### src/core/srcl_pkg.sv
// package: constants and carrier types for the serial rom config loader
package srcl_pkg;
  // register offsets from control_device_base
  localparam logic [2:0] SRCL_PIN_CTRL_OFFS = 3'h1;
  // pin control field positions
  localparam int SRCL_BIT_CLK = 0;
  localparam int SRCL_BIT_DOUT = 1;
  localparam int SRCL_BIT_SENSE = 2;
  localparam logic [7:0] SRCL_PIN_CTRL_RST = 8'h02;
  // image header
  localparam logic [7:0] SRCL_SIG0 = 8'h55;
  localparam logic [7:0] SRCL_SIG1 = 8'hbb;
  localparam int SRCL_HDR_BYTES = 4;
  localparam int SRCL_CFG_MAX = 384;
  localparam int SRCL_IMG_NOPATCH_MAX = 388;
  localparam int SRCL_ROM_MAX = 2048;
  localparam int SRCL_USER_ID_BITS = 32;
  // memory device address (write form), read adds one
  localparam logic [7:0] SRCL_DEV_ADDR_WR = 8'ha0;
  localparam logic [7:0] SRCL_DEV_ADDR_RD = 8'ha1;
  // serial clock timing
  localparam int SRCL_CLK_HZ = 250_000_000;
  localparam int SRCL_SCL_NS = 10_000;
  localparam int SRCL_QTR_CYC = ((SRCL_CLK_HZ / 1000) * (SRCL_SCL_NS / 4)) / 1_000_000;
  // loaded byte handed to the stream
  typedef struct packed {
    logic [10:0] addr;
    logic [7:0] data;
  } srcl_byte_t;
  // host register access
  typedef struct packed {
    logic wr;
    logic rd;
    logic [2:0] addr;
    logic [7:0] wdata;
  } srcl_host_req_t;
endpackage : srcl_pkg

### src/core/srcl_fifo.sv
// module: small synchronous fifo with valid/ready on both sides
module srcl_fifo #(
  parameter int WIDTH = 19,
  parameter int DEPTH = 32
) (
  input wire logic clk_i,
  input wire logic rst_i,
  input wire logic in_valid_i,
  output logic in_ready_o,
  input wire logic [WIDTH-1:0] in_data_i,
  output logic out_valid_o,
  input wire logic out_ready_i,
  output logic [WIDTH-1:0] out_data_o
);
  localparam int AW = $clog2(DEPTH);
  initial begin
    if (DEPTH < 2 || (1 << AW) != DEPTH) $error("depth must be a power of two");
  end
  logic [WIDTH-1:0] mem_q [DEPTH];
  logic [AW:0] wp_q;
  logic [AW:0] rp_q;
  logic full;
  logic empty;
  logic push;
  logic pop;
  assign full = (wp_q[AW] != rp_q[AW]) && (wp_q[AW-1:0] == rp_q[AW-1:0]);
  assign empty = (wp_q == rp_q);
  assign in_ready_o = !full;
  assign push = in_valid_i && !full;
  assign pop = !empty && (!out_valid_o || out_ready_i);
  // storage write
  always_ff @(posedge clk_i) begin
    if (push) begin
      mem_q[wp_q[AW-1:0]] <= in_data_i;
    end
  end
  // pointers
  always_ff @(posedge clk_i) begin
    if (rst_i) begin
      wp_q <= '0;
      rp_q <= '0;
    end else begin
      if (push) wp_q <= wp_q + 1'b1;
      if (pop) rp_q <= rp_q + 1'b1;
    end
  end
  // registered read port, so output data comes from a flop
  always_ff @(posedge clk_i) begin
    if (rst_i) begin
      out_valid_o <= 1'b0;
      out_data_o <= '0;
    end else if (pop) begin
      out_valid_o <= 1'b1;
      out_data_o <= mem_q[rp_q[AW-1:0]];
    end else if (out_ready_i) begin
      out_valid_o <= 1'b0;
    end
  end
endmodule : srcl_fifo

### src/core/srcl_loader.sv
// module: power-on serial rom loader with host bit-bang pin control
// ****************************************************************
// Behaviour
// - present only if bytes are 55h then bbh
// - next two bytes give remaining byte count
// - dummy write address zero, restart, sequential read
// - one memory, single sequential read of image
// - device drives clock; data line shared open-drain
// - config data up to 384 plus header
// - memories up to 2k bytes, patches follow
// - data on data pin zero, clock on address pin zero
// - register bit0 clock, bit1 data out, bit2 sense
// - bit2 one enables host interface, zero disables
// - bit2 reads line; host sets data out first
// - data out bit drives open-drain line
// - new contents load only after device reset
// - image may replace 32 user identifier bits
// ****************************************************************
module srcl_loader
  import srcl_pkg::*;
#(
  parameter int FIFO_DEPTH = 32,
  parameter int QTR_CYC = SRCL_QTR_CYC,
  parameter logic [31:0] DEFAULT_USER_ID = 32'h0000_0000 // arbitrary
) (
  // clock and reset
  input wire logic CLK_SYS_I,
  input wire logic RST_I,
  // host register port, same clock
  input wire srcl_pkg::srcl_host_req_t HOST_REQ_I,
  output logic [7:0] HOST_RDATA_O,
  // peripheral pins: data zero open-drain, address zero is the clock
  input wire logic PERIPHERAL_DATA_LINE_ZERO_I,
  output logic PERIPHERAL_DATA_LINE_ZERO_O,
  output logic PERIPHERAL_DATA_LINE_ZERO_OE_O,
  output logic PERIPHERAL_ADDRESS_LINE_ZERO_O,
  // loaded image stream
  output logic CFG_VALID_O,
  input wire logic CFG_READY_I,
  output srcl_pkg::srcl_byte_t CFG_DATA_O,
  // status
  output logic [31:0] USER_ID_O,
  output logic LOAD_DONE_O,
  output logic ROM_PRESENT_O
);
  initial begin
    if (QTR_CYC < 1) $error("quarter clock count must be at least one");
    if (FIFO_DEPTH != 32) $error("loader expects a 32 word fifo");
  end

  // ****************************************************************
  // pin sampling
  // ****************************************************************
  logic sda_s1_q;
  logic sda_s2_q;
  // two flops before any logic reads the shared line
  always_ff @(posedge CLK_SYS_I) begin
    if (RST_I) begin
      sda_s1_q <= 1'b1;
      sda_s2_q <= 1'b1;
    end else begin
      sda_s1_q <= PERIPHERAL_DATA_LINE_ZERO_I;
      sda_s2_q <= sda_s1_q;
    end
  end

  // ****************************************************************
  // host pin control register
  // ****************************************************************
  logic [2:0] pin_ctrl_q;
  logic host_en;
  logic host_hit_wr;
  assign host_en = pin_ctrl_q[SRCL_BIT_SENSE];
  assign host_hit_wr = HOST_REQ_I.wr && (HOST_REQ_I.addr == SRCL_PIN_CTRL_OFFS);
  // bits 0..2: clock, data out, enable
  always_ff @(posedge CLK_SYS_I) begin
    if (RST_I) begin
      pin_ctrl_q <= SRCL_PIN_CTRL_RST[2:0];
    end else if (host_hit_wr) begin
      pin_ctrl_q <= HOST_REQ_I.wdata[2:0];
    end
  end
  // read data: bit2 shows the wire, which reads low unless data out released
  always_ff @(posedge CLK_SYS_I) begin
    if (RST_I) begin
      HOST_RDATA_O <= 8'h00;
    end else if (HOST_REQ_I.rd && HOST_REQ_I.addr == SRCL_PIN_CTRL_OFFS) begin
      HOST_RDATA_O <= {5'h00, sda_s2_q, pin_ctrl_q[SRCL_BIT_DOUT],
                       pin_ctrl_q[SRCL_BIT_CLK]};
    end else begin
      HOST_RDATA_O <= 8'h00;
    end
  end

  // ****************************************************************
  // serial engine: quarter-phase bit timer
  // ****************************************************************
  typedef enum {
    SRCL_ST_START, SRCL_ST_DEVW, SRCL_ST_ADDR, SRCL_ST_RESTART, SRCL_ST_DEVR,
    SRCL_ST_READ, SRCL_ST_STOP, SRCL_ST_DONE
  } srcl_state_t;
  srcl_state_t st_q;
  logic [$clog2(QTR_CYC+1)-1:0] qcnt_q;
  logic [1:0] ph_q;
  logic [3:0] bit_q;
  logic [7:0] sh_q;
  logic [7:0] rx_q;
  logic [11:0] idx_q;
  logic [15:0] len_q;
  logic present_q;
  logic tick;
  logic stalled;
  logic eng_scl_q;
  logic eng_sda_q;
  logic bit_end;
  logic byte_end;
  logic fifo_in_ready;
  logic push_q;
  srcl_byte_t push_data_q;

  assign tick = (qcnt_q == '0);
  // a full fifo holds the serial clock low between bytes, stalling the memory
  assign stalled = push_q && !fifo_in_ready;
  assign bit_end = tick && (ph_q == 2'd3);
  assign byte_end = bit_end && (bit_q == 4'd8);

  logic last_byte;
  logic [7:0] load_byte;
  // the byte that ends the read gets no ack, so the memory lets go before the stop
  assign last_byte = (idx_q == 12'd0 && rx_q != SRCL_SIG0) ||
                     (idx_q == 12'd1 && rx_q != SRCL_SIG1) ||
                     (idx_q == 12'd3 && {len_q[15:8], rx_q} == 16'd0) ||
                     (idx_q >= 12'd4 && (len_q == 16'd1 || idx_q == 12'(SRCL_ROM_MAX - 1)));
  // byte sent once the current state closes; its top bit is set up with the load
  always_comb begin
    load_byte = 8'hff;
    unique case (st_q)
      SRCL_ST_START: load_byte = SRCL_DEV_ADDR_WR;
      SRCL_ST_DEVW: load_byte = 8'h00;
      SRCL_ST_RESTART: load_byte = SRCL_DEV_ADDR_RD;
      SRCL_ST_ADDR, SRCL_ST_DEVR, SRCL_ST_READ, SRCL_ST_STOP, SRCL_ST_DONE: load_byte = 8'hff;
    endcase
  end

  // quarter-period timer
  always_ff @(posedge CLK_SYS_I) begin
    if (RST_I) begin
      qcnt_q <= '0;
    end else if (tick) begin
      qcnt_q <= ($clog2(QTR_CYC+1))'(QTR_CYC - 1);
    end else begin
      qcnt_q <= qcnt_q - 1'b1;
    end
  end

  // phase: 0 low/setup, 1 rise, 2 high/sample, 3 fall
  always_ff @(posedge CLK_SYS_I) begin
    if (RST_I) begin
      ph_q <= 2'd0;
    end else if (tick && !stalled && st_q != SRCL_ST_DONE) begin
      ph_q <= ph_q + 2'd1;
    end
  end

  // line drive from engine; start/stop drop or raise data while clock high
  always_ff @(posedge CLK_SYS_I) begin
    if (RST_I) begin
      eng_scl_q <= 1'b1;
      eng_sda_q <= 1'b1;
    end else if (tick && !stalled) begin
      // clock stays high from the stop on, so no stray pulse follows it
      eng_scl_q <= (ph_q == 2'd0) || (ph_q == 2'd1) || (st_q == SRCL_ST_STOP);
      unique case (st_q)
        SRCL_ST_START, SRCL_ST_RESTART: begin
          // high before the rise, low while clock high, first address bit at the close
          eng_sda_q <= (ph_q == 2'd0) || (ph_q == 2'd3 && load_byte[7]);
        end
        SRCL_ST_STOP: begin
          // low under the rising clock, then up while the clock stays high
          eng_sda_q <= (ph_q != 2'd0);
        end
        SRCL_ST_DONE: begin
          eng_sda_q <= 1'b1;
        end
        SRCL_ST_READ: begin
          // ack low except on the closing byte, then low again ahead of the stop
          if (ph_q == 2'd3)
            eng_sda_q <= (bit_q == 4'd7) ? last_byte : (bit_q == 4'd8) ? !last_byte : 1'b1;
        end
        SRCL_ST_DEVW, SRCL_ST_ADDR, SRCL_ST_DEVR: begin
          // next bit set up while the clock is low; ack slot left to the memory
          if (ph_q == 2'd3)
            eng_sda_q <= (bit_q == 4'd8) ? load_byte[7] : (bit_q == 4'd7) ? 1'b1 : sh_q[6];
        end
      endcase
    end
  end

  // bit and shift handling, sample on the high phase
  always_ff @(posedge CLK_SYS_I) begin
    if (RST_I) begin
      bit_q <= 4'd0;
      sh_q <= 8'h00;
      rx_q <= 8'h00;
    end else if (tick && !stalled) begin
      if (ph_q == 2'd2 && bit_q < 4'd8)
        rx_q <= {rx_q[6:0], sda_s2_q};
      if (ph_q == 2'd3) begin
        if (st_q == SRCL_ST_START || st_q == SRCL_ST_RESTART || bit_q == 4'd8) begin
          bit_q <= 4'd0;
          sh_q <= load_byte;
        end else begin
          bit_q <= bit_q + 4'd1;
          sh_q <= {sh_q[6:0], 1'b1};
        end
      end
    end
  end

  // ****************************************************************
  // loader sequence
  // ****************************************************************
  // image is walked in a single sequential read
  always_ff @(posedge CLK_SYS_I) begin
    if (RST_I) begin
      st_q <= SRCL_ST_START;
      idx_q <= 12'd0;
      len_q <= 16'd0;
      present_q <= 1'b0;
    end else if (tick && !stalled && ph_q == 2'd3) begin
      unique case (st_q)
        SRCL_ST_START: st_q <= SRCL_ST_DEVW;
        SRCL_ST_DEVW: if (bit_q == 4'd8) st_q <= SRCL_ST_ADDR;
        SRCL_ST_ADDR: if (bit_q == 4'd8) st_q <= SRCL_ST_RESTART; // address zero
        SRCL_ST_RESTART: st_q <= SRCL_ST_DEVR;
        SRCL_ST_DEVR: if (bit_q == 4'd8) st_q <= SRCL_ST_READ;
        SRCL_ST_READ: begin
          if (bit_q == 4'd8) begin
            idx_q <= idx_q + 12'd1;
            unique case (idx_q)
              12'd0: if (rx_q != SRCL_SIG0) st_q <= SRCL_ST_STOP;
              12'd1: begin
                if (rx_q != SRCL_SIG1) st_q <= SRCL_ST_STOP;
                else present_q <= 1'b1;
              end
              12'd2: len_q[15:8] <= rx_q;
              12'd3: begin
                len_q <= {len_q[15:8], rx_q};
                if ({len_q[15:8], rx_q} == 16'd0) st_q <= SRCL_ST_STOP;
              end
              default: begin
                len_q <= len_q - 16'd1;
                // never read past the largest memory size
                if (len_q == 16'd1 || idx_q == 12'(SRCL_ROM_MAX - 1))
                  st_q <= SRCL_ST_STOP;
              end
            endcase
          end
        end
        SRCL_ST_STOP: st_q <= SRCL_ST_DONE;
        SRCL_ST_DONE: st_q <= SRCL_ST_DONE;
      endcase
    end
  end

  // ****************************************************************
  // loaded data: user id and fifo feed
  // ****************************************************************
  logic [31:0] uid_q;
  logic done_q;
  // first four payload bytes replace the user part of the identifier
  always_ff @(posedge CLK_SYS_I) begin
    if (RST_I) begin
      uid_q <= DEFAULT_USER_ID;
    end else if (byte_end && !stalled && st_q == SRCL_ST_READ && idx_q >= 12'd4 &&
                 idx_q < 12'(SRCL_HDR_BYTES + SRCL_USER_ID_BITS / 8)) begin
      uid_q <= {rx_q, uid_q[31:8]};
    end
  end
  // every payload byte goes to the stream, capped at the memory size
  always_ff @(posedge CLK_SYS_I) begin
    if (RST_I) begin
      push_q <= 1'b0;
      push_data_q <= '0;
    end else if (byte_end && !stalled && st_q == SRCL_ST_READ && idx_q >= 12'd4) begin
      push_q <= 1'b1;
      push_data_q <= '{addr: 11'(idx_q - 12'(SRCL_HDR_BYTES)), data: rx_q};
    end else if (fifo_in_ready) begin
      push_q <= 1'b0;
    end
  end
  always_ff @(posedge CLK_SYS_I) begin
    if (RST_I) begin
      done_q <= 1'b0;
    end else begin
      done_q <= (st_q == SRCL_ST_DONE) && !push_q;
    end
  end

  srcl_fifo #(
    .WIDTH($bits(srcl_byte_t)),
    .DEPTH(FIFO_DEPTH)
  ) u_fifo (
    .clk_i(CLK_SYS_I),
    .rst_i(RST_I),
    .in_valid_i(push_q),
    .in_ready_o(fifo_in_ready),
    .in_data_i(push_data_q),
    .out_valid_o(CFG_VALID_O),
    .out_ready_i(CFG_READY_I),
    .out_data_o(CFG_DATA_O)
  );

  // ****************************************************************
  // pin outputs: host owns the wires once enabled
  // ****************************************************************
  always_ff @(posedge CLK_SYS_I) begin
    if (RST_I) begin
      PERIPHERAL_ADDRESS_LINE_ZERO_O <= 1'b1;
      PERIPHERAL_DATA_LINE_ZERO_O <= 1'b0;
      PERIPHERAL_DATA_LINE_ZERO_OE_O <= 1'b0;
      USER_ID_O <= 32'h0000_0000;
      LOAD_DONE_O <= 1'b0;
      ROM_PRESENT_O <= 1'b0;
    end else begin
      PERIPHERAL_DATA_LINE_ZERO_O <= 1'b0; // open drain: only ever pulls low
      if (host_en) begin
        PERIPHERAL_ADDRESS_LINE_ZERO_O <= pin_ctrl_q[SRCL_BIT_CLK];
        PERIPHERAL_DATA_LINE_ZERO_OE_O <= !pin_ctrl_q[SRCL_BIT_DOUT];
      end else begin
        PERIPHERAL_ADDRESS_LINE_ZERO_O <= eng_scl_q;
        PERIPHERAL_DATA_LINE_ZERO_OE_O <= !eng_sda_q;
      end
      USER_ID_O <= uid_q;
      LOAD_DONE_O <= done_q;
      ROM_PRESENT_O <= present_q;
    end
  end
endmodule : srcl_loader

### config.mk
export PLATFORM = sky130hd
export DESIGN_NAME = srcl_loader
export DESIGN_NICKNAME = d
export VERILOG_FILES = /design/src/core/srcl_pkg.sv /design/src/core/srcl_fifo.sv /design/src/core/srcl_loader.sv
export SDC_FILE = /design/constraint.sdc
export NUM_CORES = 1
export LEC_CHECK = 0
export ABC_AREA = 1
export ABC_CLOCK_PERIOD_IN_PS = 3300
export BUFFER_PORTS_ARGS = -buffer_cell sky130_fd_sc_hd__buf_4
export CORE_MARGIN = 4
export CORE_UTILIZATION = 30
export DETAILED_ROUTE_END_ITERATION = 10
export PLACE_DENSITY = 0.51
export SYNTH_ARGS = -nofsm -noshare
export SYNTH_HDL_FRONTEND = slang
export SYNTH_SLANG_ARGS = --single-unit
### constraint.sdc
create_clock -name CLK_SYS_I -period 3.3 [get_ports CLK_SYS_I]
set_clock_uncertainty 0.15 [all_clocks]
set_input_delay 0.165 -clock CLK_SYS_I [delete_from_list [all_inputs] [get_ports CLK_SYS_I]]
set_output_delay 0.165 -clock CLK_SYS_I [all_outputs]
set_load 0.01 [all_outputs]
== After elaboration in Yosys (flattened, before gate mapping) ==
Memory sizes are Yosys's and may differ from the RTL's. A register that Yosys moved wholly into a read port is not among the register bits.
Index checks and enable logic that the tools add are counted.
Cells by class
  reduce and logical (&&, ||, !) cells: 64
  add/sub/neg operators: 8
  equality and inequality tests: 40
  bitwise operators: 4
  multiplexer cells: 31
  $lt $le $gt $ge: 3
Operators with widths (number)
  2-to-1 mux 32 bit: 8
  one-hot mux 32 bit (7 select lines): 1
  equality test 32 x 3 -> 1 bit (second input constant): 5
  one-hot mux 32 bit (4 select lines): 1
  equality test 32 x 4 -> 1 bit (second input constant): 3
  equality test 32 x 2 -> 1 bit (second input constant): 2
  logical NOT 32 bit: 2
  equality test 32 x 1 -> 1 bit (second input constant): 1
  inequality test 32 x 4 -> 1 bit (second input constant): 1
  one-hot mux 8 bit (2 select lines): 2
  one-hot mux 8 bit (4 select lines): 1
  equality test 12 x 2 -> 1 bit (second input constant): 2
  logical AND 1 bit: 22
  equality test 16 x 1 -> 1 bit (second input constant): 1
  logical NOT 16 bit: 1
  inequality test 2 bit (second input constant): 8
  subtractor 16 x 1 -> 16 bit (second input constant): 1
  2-to-1 mux 1 bit: 14
  adder 12 x 1 -> 12 bit (second input constant): 1
  adder 6 x 1 -> 6 bit (second input constant): 2
  equality test 12 x 1 -> 1 bit (second input constant): 1
  equality test 12 x 11 -> 1 bit (second input constant): 1
  >= comparator 12 x 3 -> 1 bit (second input constant): 1
  logical NOT 12 bit: 1
  other kinds (36): 67
Word-level totals
  output and inout port bits: 65
  memories kept: 1
  bits in writable memories: 608
  input port bits: 17
  word-level logic and storage cells: 182
  bits in registers: 209
Memory list
  u_fifo.mem_q: words 32, bits a word 19, read ports 1, clocked after Yosys merged registers in 1, wr ports 1, line srcl_fifo.sv:19  | logic [WIDTH-1:0] mem_q [DEPTH];

== Longest topological paths before layout ==
  depth after elaboration: 10
  mapped depth: 14
  mapped depth without buffers: 13

== Modules after synthesis ==
From an unflattened synthesis, not the netlist that was laid out.
Unflattened totals
  cells, all modules: 3548
  area total of the unflattened synthesis: 34195.3 µm²
By module, submodules not included
  srcl_fifo: times used 1, seq. area each 18898.1 µm², cells an instance 2530, area an instance 26899.5 µm²
  srcl_loader: times used 1, seq. area each 3243.1 µm², cells an instance 1018, area an instance 7295.7 µm²

== Least setup slack after synthesis ==
No wires, ideal clock.
  path type: reg2reg
  start: register u_fifo.rp_q[4]
  end: memory u_fifo.mem_q[12][0], enable pin
  period minus slack after synthesis: 3149 ps
  setup slack: 151 ps
  buffers on the path: 3
  arrival time: 2580 ps
  library setup time: 419 ps
  required time: 2731 ps
  cell stages (with the launch flop): 9
  cells stage by stage: dfxtp_1 -> clkbuf_1 -> xor2_1 -> nor2_2 -> nand3_1 -> nand2_1 -> buf_2 -> buf_2 -> nor3_1
Between the ends
  cells in the longest elaborated chain, start to end: 6
Ends and longest elaborated chain
  start, declared: line srcl_fifo.sv:21  | logic [AW:0] rp_q;
  start signal, assigned: line srcl_fifo.sv:44  | if (pop) rp_q <= rp_q + 1'b1;
  equality test 5 bit: line srcl_fifo.sv:26  | assign full = (wp_q[AW] != rp_q[AW]) && (wp_q[AW-1:0] == rp_q[AW-1:0]);
  logical AND 1 bit: line srcl_fifo.sv:26
  logical NOT 1 bit
  logical AND 1 bit: line srcl_fifo.sv:29  | assign push = in_valid_i && !full;
  2-to-1 mux 1 bit: line srcl_fifo.sv:33  | if (push) begin
  2-to-1 mux 1 bit (implied by the code): line srcl_fifo.sv:34  | mem_q[wp_q[AW-1:0]] <= in_data_i;
  end, declared: line srcl_fifo.sv:19
Every way passes these cells.

== Worst setup path after layout ==
  start: register idx_q[0]
  end: register uid_q[9]
Between the ends
  cells in the longest elaborated chain, start to end: 3
  elaborated cells on any way between the ends: 4
  those cells by class: order compare (2); reduce/logical (2)
Ends and longest elaborated chain
  start, declared: line srcl_loader.sv:108  | logic [11:0] idx_q;
  start signal, assigned: line srcl_loader.sv:239  | idx_q <= idx_q + 12'd1;
  >= comparator 12 x 3 -> 1 bit: line srcl_loader.sv:275  | end else if (byte_end && !stalled && st_q == SRCL_ST_READ && idx_q >= 12'd4 &&
  logical AND 1 bit: line srcl_loader.sv:275
  logical AND 1 bit (*): line srcl_loader.sv:275
  end signal, assigned: line srcl_loader.sv:277  | uid_q <= {rx_q, uid_q[31:8]};
  end, declared: line srcl_loader.sv:269  | logic [31:0] uid_q;
Every way passes the cells marked *; elsewhere a longest branch is shown, timed or not.
A chain may end at the register's enable or synchronous reset.

==> summary.md <==
| Metric | Value |
|---|---|
| Outcome | finished clean |
| First-pass GRT wire length | 132000 µm |
| Ant diodes | 0 |
| Drt drc | 0 |
| Fin crit share | 81.1% |
| Vias in the first global route | 21585 |
| Nets@finish | 3124 |
| Synth top area share | 56.3% |
| Cell Pwr Density | 686 nW/µm² |
| H-Tree Depth | 3 |
| Max cap viols | 0 |
| Post-synth ARST share | 0% |
| Mapped Area | 32400 µm² |
| Worst Hold Slack | 82.1 ps |
| Clk sinks | 802 |
| Crit start category | register |
| Max VDD drop | 0.000736 V |
| CP arrival | 3030 ps |
| Maximum fanout along the worst path | 32 |
| CP Class | reg2reg |
| Pleak | 13.0 nW |
| WP data required | 3650 ps |
| Routed vias | 22230 |
| Via density | 4.87 |
| Setup crit end kind | register |
| Gr ovfl total | 0 |
| Initial DRC count | 1799 |
| Layout area overhead | 17.3% |
| Least-Margin Pin Slew | 837 ps |
| Clock Tree Root | clkbuf_16 |
| IO Pins | 82 |
| Cell with the most instances after synthesis | edfxtp_1 |
| Post-Synthesis Cells | 2988 |
| Library cells used by synthesis | 46 |
| Initial antenna violation count | 2 |
| Final Max Slew Viols | 0 |
| Wirelength per Cell | 19.0 µm |
| Total Power | 26.1 mW |
| Largest cells by area after synthesis | edfxtp_1 56%, dfxtp_1 12%, nor2_1 6.1% |
| Post-synth EDFFs | 608 |
| Synth warn | 0 |
| Die H | 337 µm |
| Routability congestion estimate | 0.787 |
| Setup violators final | 0 |
| Longest Clk Path Bufs | 3 |
| Drt first pass iters | 5 |
| Clock Pin Slew Worst Setup and Hold Paths | 60 ps |
| Commonest cells in the netlist | 608 x edfxtp_1, 524 x nor2_1, 379 x nand2_1, 361 x o21ai_0, 194 x dfxtp_1 |
| Final Hold Fails | 0 |
| FP Rows | 120 |
| Unrepaired setup endpoints after global routing | false |
| GRT Total Usage | 15.1% |
| TritonCTS clock tree | done |
| Die ar. | 113000 µm² |
| Post-DP HPWL | 49300 µm |
| F_max | 0.373 GHz |
| Post-CTS setup buffer count | 0 |
| PortBufs | 70 |
| Seq/Total Area, Yosys | 68.2% |
| Number of synthesized register bits | 802 |
| Largest net degree at the start of global routing | 155 |
| Die Width | 337 µm |
| WL final | 86800 µm |
| Final setup TNS | 0 ps |
| Max-slew headroom | 44.2% |
| Routed Antenna Nets | 0 |
| Cell taking the most area after synthesis | edfxtp_1 |
| Starting Density | 30.3% |
| Synth Flop Type | edfxtp_1 |
| Latest clock arrival within the worst-skew pair | 670 ps |
| Post-layout min period | 2680 ps |
| Layout cells sized above 1 | 11.5% |
| Hold Path Class | in2reg |
| Core region area | 107000 µm² |
| Syn_area_per_cell | 10.9 µm² |
| TritonCTS Buffers | 91 |
==> report_power, final <==
part           internal, mW  total [mW]  switching (mW)
Clock                  5.59        9.74            4.15
Sequential             10.9        11.1           0.176
Combinational          1.62        5.26            3.64
Total                  18.1        26.1            7.97
==> kinds of logic (layout without fill, tap and decap cells) <==
family / count (synthesis) / in the layout / share of synthesized area [%]
AOI/OAI and AO/OA: 664 / 664 / 11.2
xor gates and xnor gates: 20 / 20 / 0.540
adders and majority gates: 21 / 21 / 0.810
buffers and inverters: 324 / 492 / 4.07
DFF: 802 / 802 / 68.2
other: 1 / 6 / 0.0116
and+or+nand+nor: 1156 / 1156 / 15.1
==> path summary, 6_finish.rpt <==
path         depth (start not counted)  slack, ps                    end                   startpoint
max reg2reg                         10        620  uid_q[9]$_SDFFE_PP0P_        idx_q[0]$_SDFFE_PP0P_
max                                 10        620  uid_q[9]$_SDFFE_PP0P_        idx_q[0]$_SDFFE_PP0P_
min reg2reg                          1        270    sda_s2_q$_SDFF_PP1_          sda_s1_q$_SDFF_PP1_
min                                  3         80    sda_s1_q$_SDFF_PP1_  PERIPHERAL_DATA_LINE_ZERO_I
==> state kept, by name (all words and copies together), names as in the netlist, 2 cells and up <==
register and cells:
u_fifo.mem_q 608, ph_q 2, len_q 16, USER_ID_O 32
rx_q 8, push_data_q 19, bit_q 4, st_q 3
sh_q 7, idx_q 12, pin_ctrl_q 3, HOST_RDATA_O 3
uid_q 32, u_fifo.out_data_o 19, qcnt_q 10, u_fifo.rp_q 6
u_fifo.wp_q 6
==> layer usage <==
layer  global-route usage (%)  share of wire [%]  wire length [µm]  vias to the layer above
met3                     2.35                4.7              4050                      141
li1                         -                  -                 -                    10704
met4                     5.37                3.2              2810                        0
met1                     20.2                 45             39000                    10873
met5                        0                  0                 0                        -
met2                     24.9                 47             41000                      512
==> final cells by class <==
class	instances	area [µm²]
Fill cell	10687	69100
Sequential cell	802	22200
Multi-Input combinational cell	1867	9180
Clock buffer	117	2370
Tap cell	1403	1760
Timing Repair Buffer	178	1550
Inverter	146	558
Clock inverter	51	492
==> per-stage QoR <==
step	setup slack (ps)	util [%]	cell area, µm²	instances
3_3_place_gp	622	32.7	35000	4382
5_1_grt	247	35.5	38100	4564
4_1_cts	569	35.5	38100	4564
3_5_place_dp	601	32.7	35000	4382
6_report	623	35.5	38100	4564
2_1_floorplan	151	-	32500	2993
==> worst max-delay path, cell delays in order (launching register included) <==
cell and delay [ps]:
dfxtp_1 380, inv_1 150, ha_1 250, nor3b_1 210
nand4_1 110, nand3_1 140, nand4_4 230, inv_4 240
nand2_2 400, nand2_1 180, a21oi_1 70
==> layout by cell type, fill, tap and decap left out, types with 23 or more instances in the layout <==
master | netlist | layout
clkinv_1 | 4 | 26
nor3_2 | 1 | 33
clkbuf_1 | 109 | 26
buf_4 | 13 | 150
nand2_1 | 379 | 378
inv_1 | 138 | 137
a21oi_1 | 134 | 134
clkbuf_16 | 0 | 91
dfxtp_1 | 194 | 188
o21ai_0 | 361 | 361
o211ai_1 | 81 | 81
edfxtp_1 | 608 | 608
nor2_1 | 524 | 523
nand3_1 | 117 | 117
nor3_1 | 55 | 23
nand4_1 | 38 | 38
o22ai_1 | 70 | 70
==> repair_timing <==
| action | 4_1_cts | 5_1_grt |
|---|---|---|
| endpoints found under the hold margin | 97 | 0 |
| hold buffers | 14 | 0 |
| resized for setup | 0 | 0 |
| endpoints found under the setup margin | 0 | 0 |
Note: power is estimated with default switching activity, not from simulation.
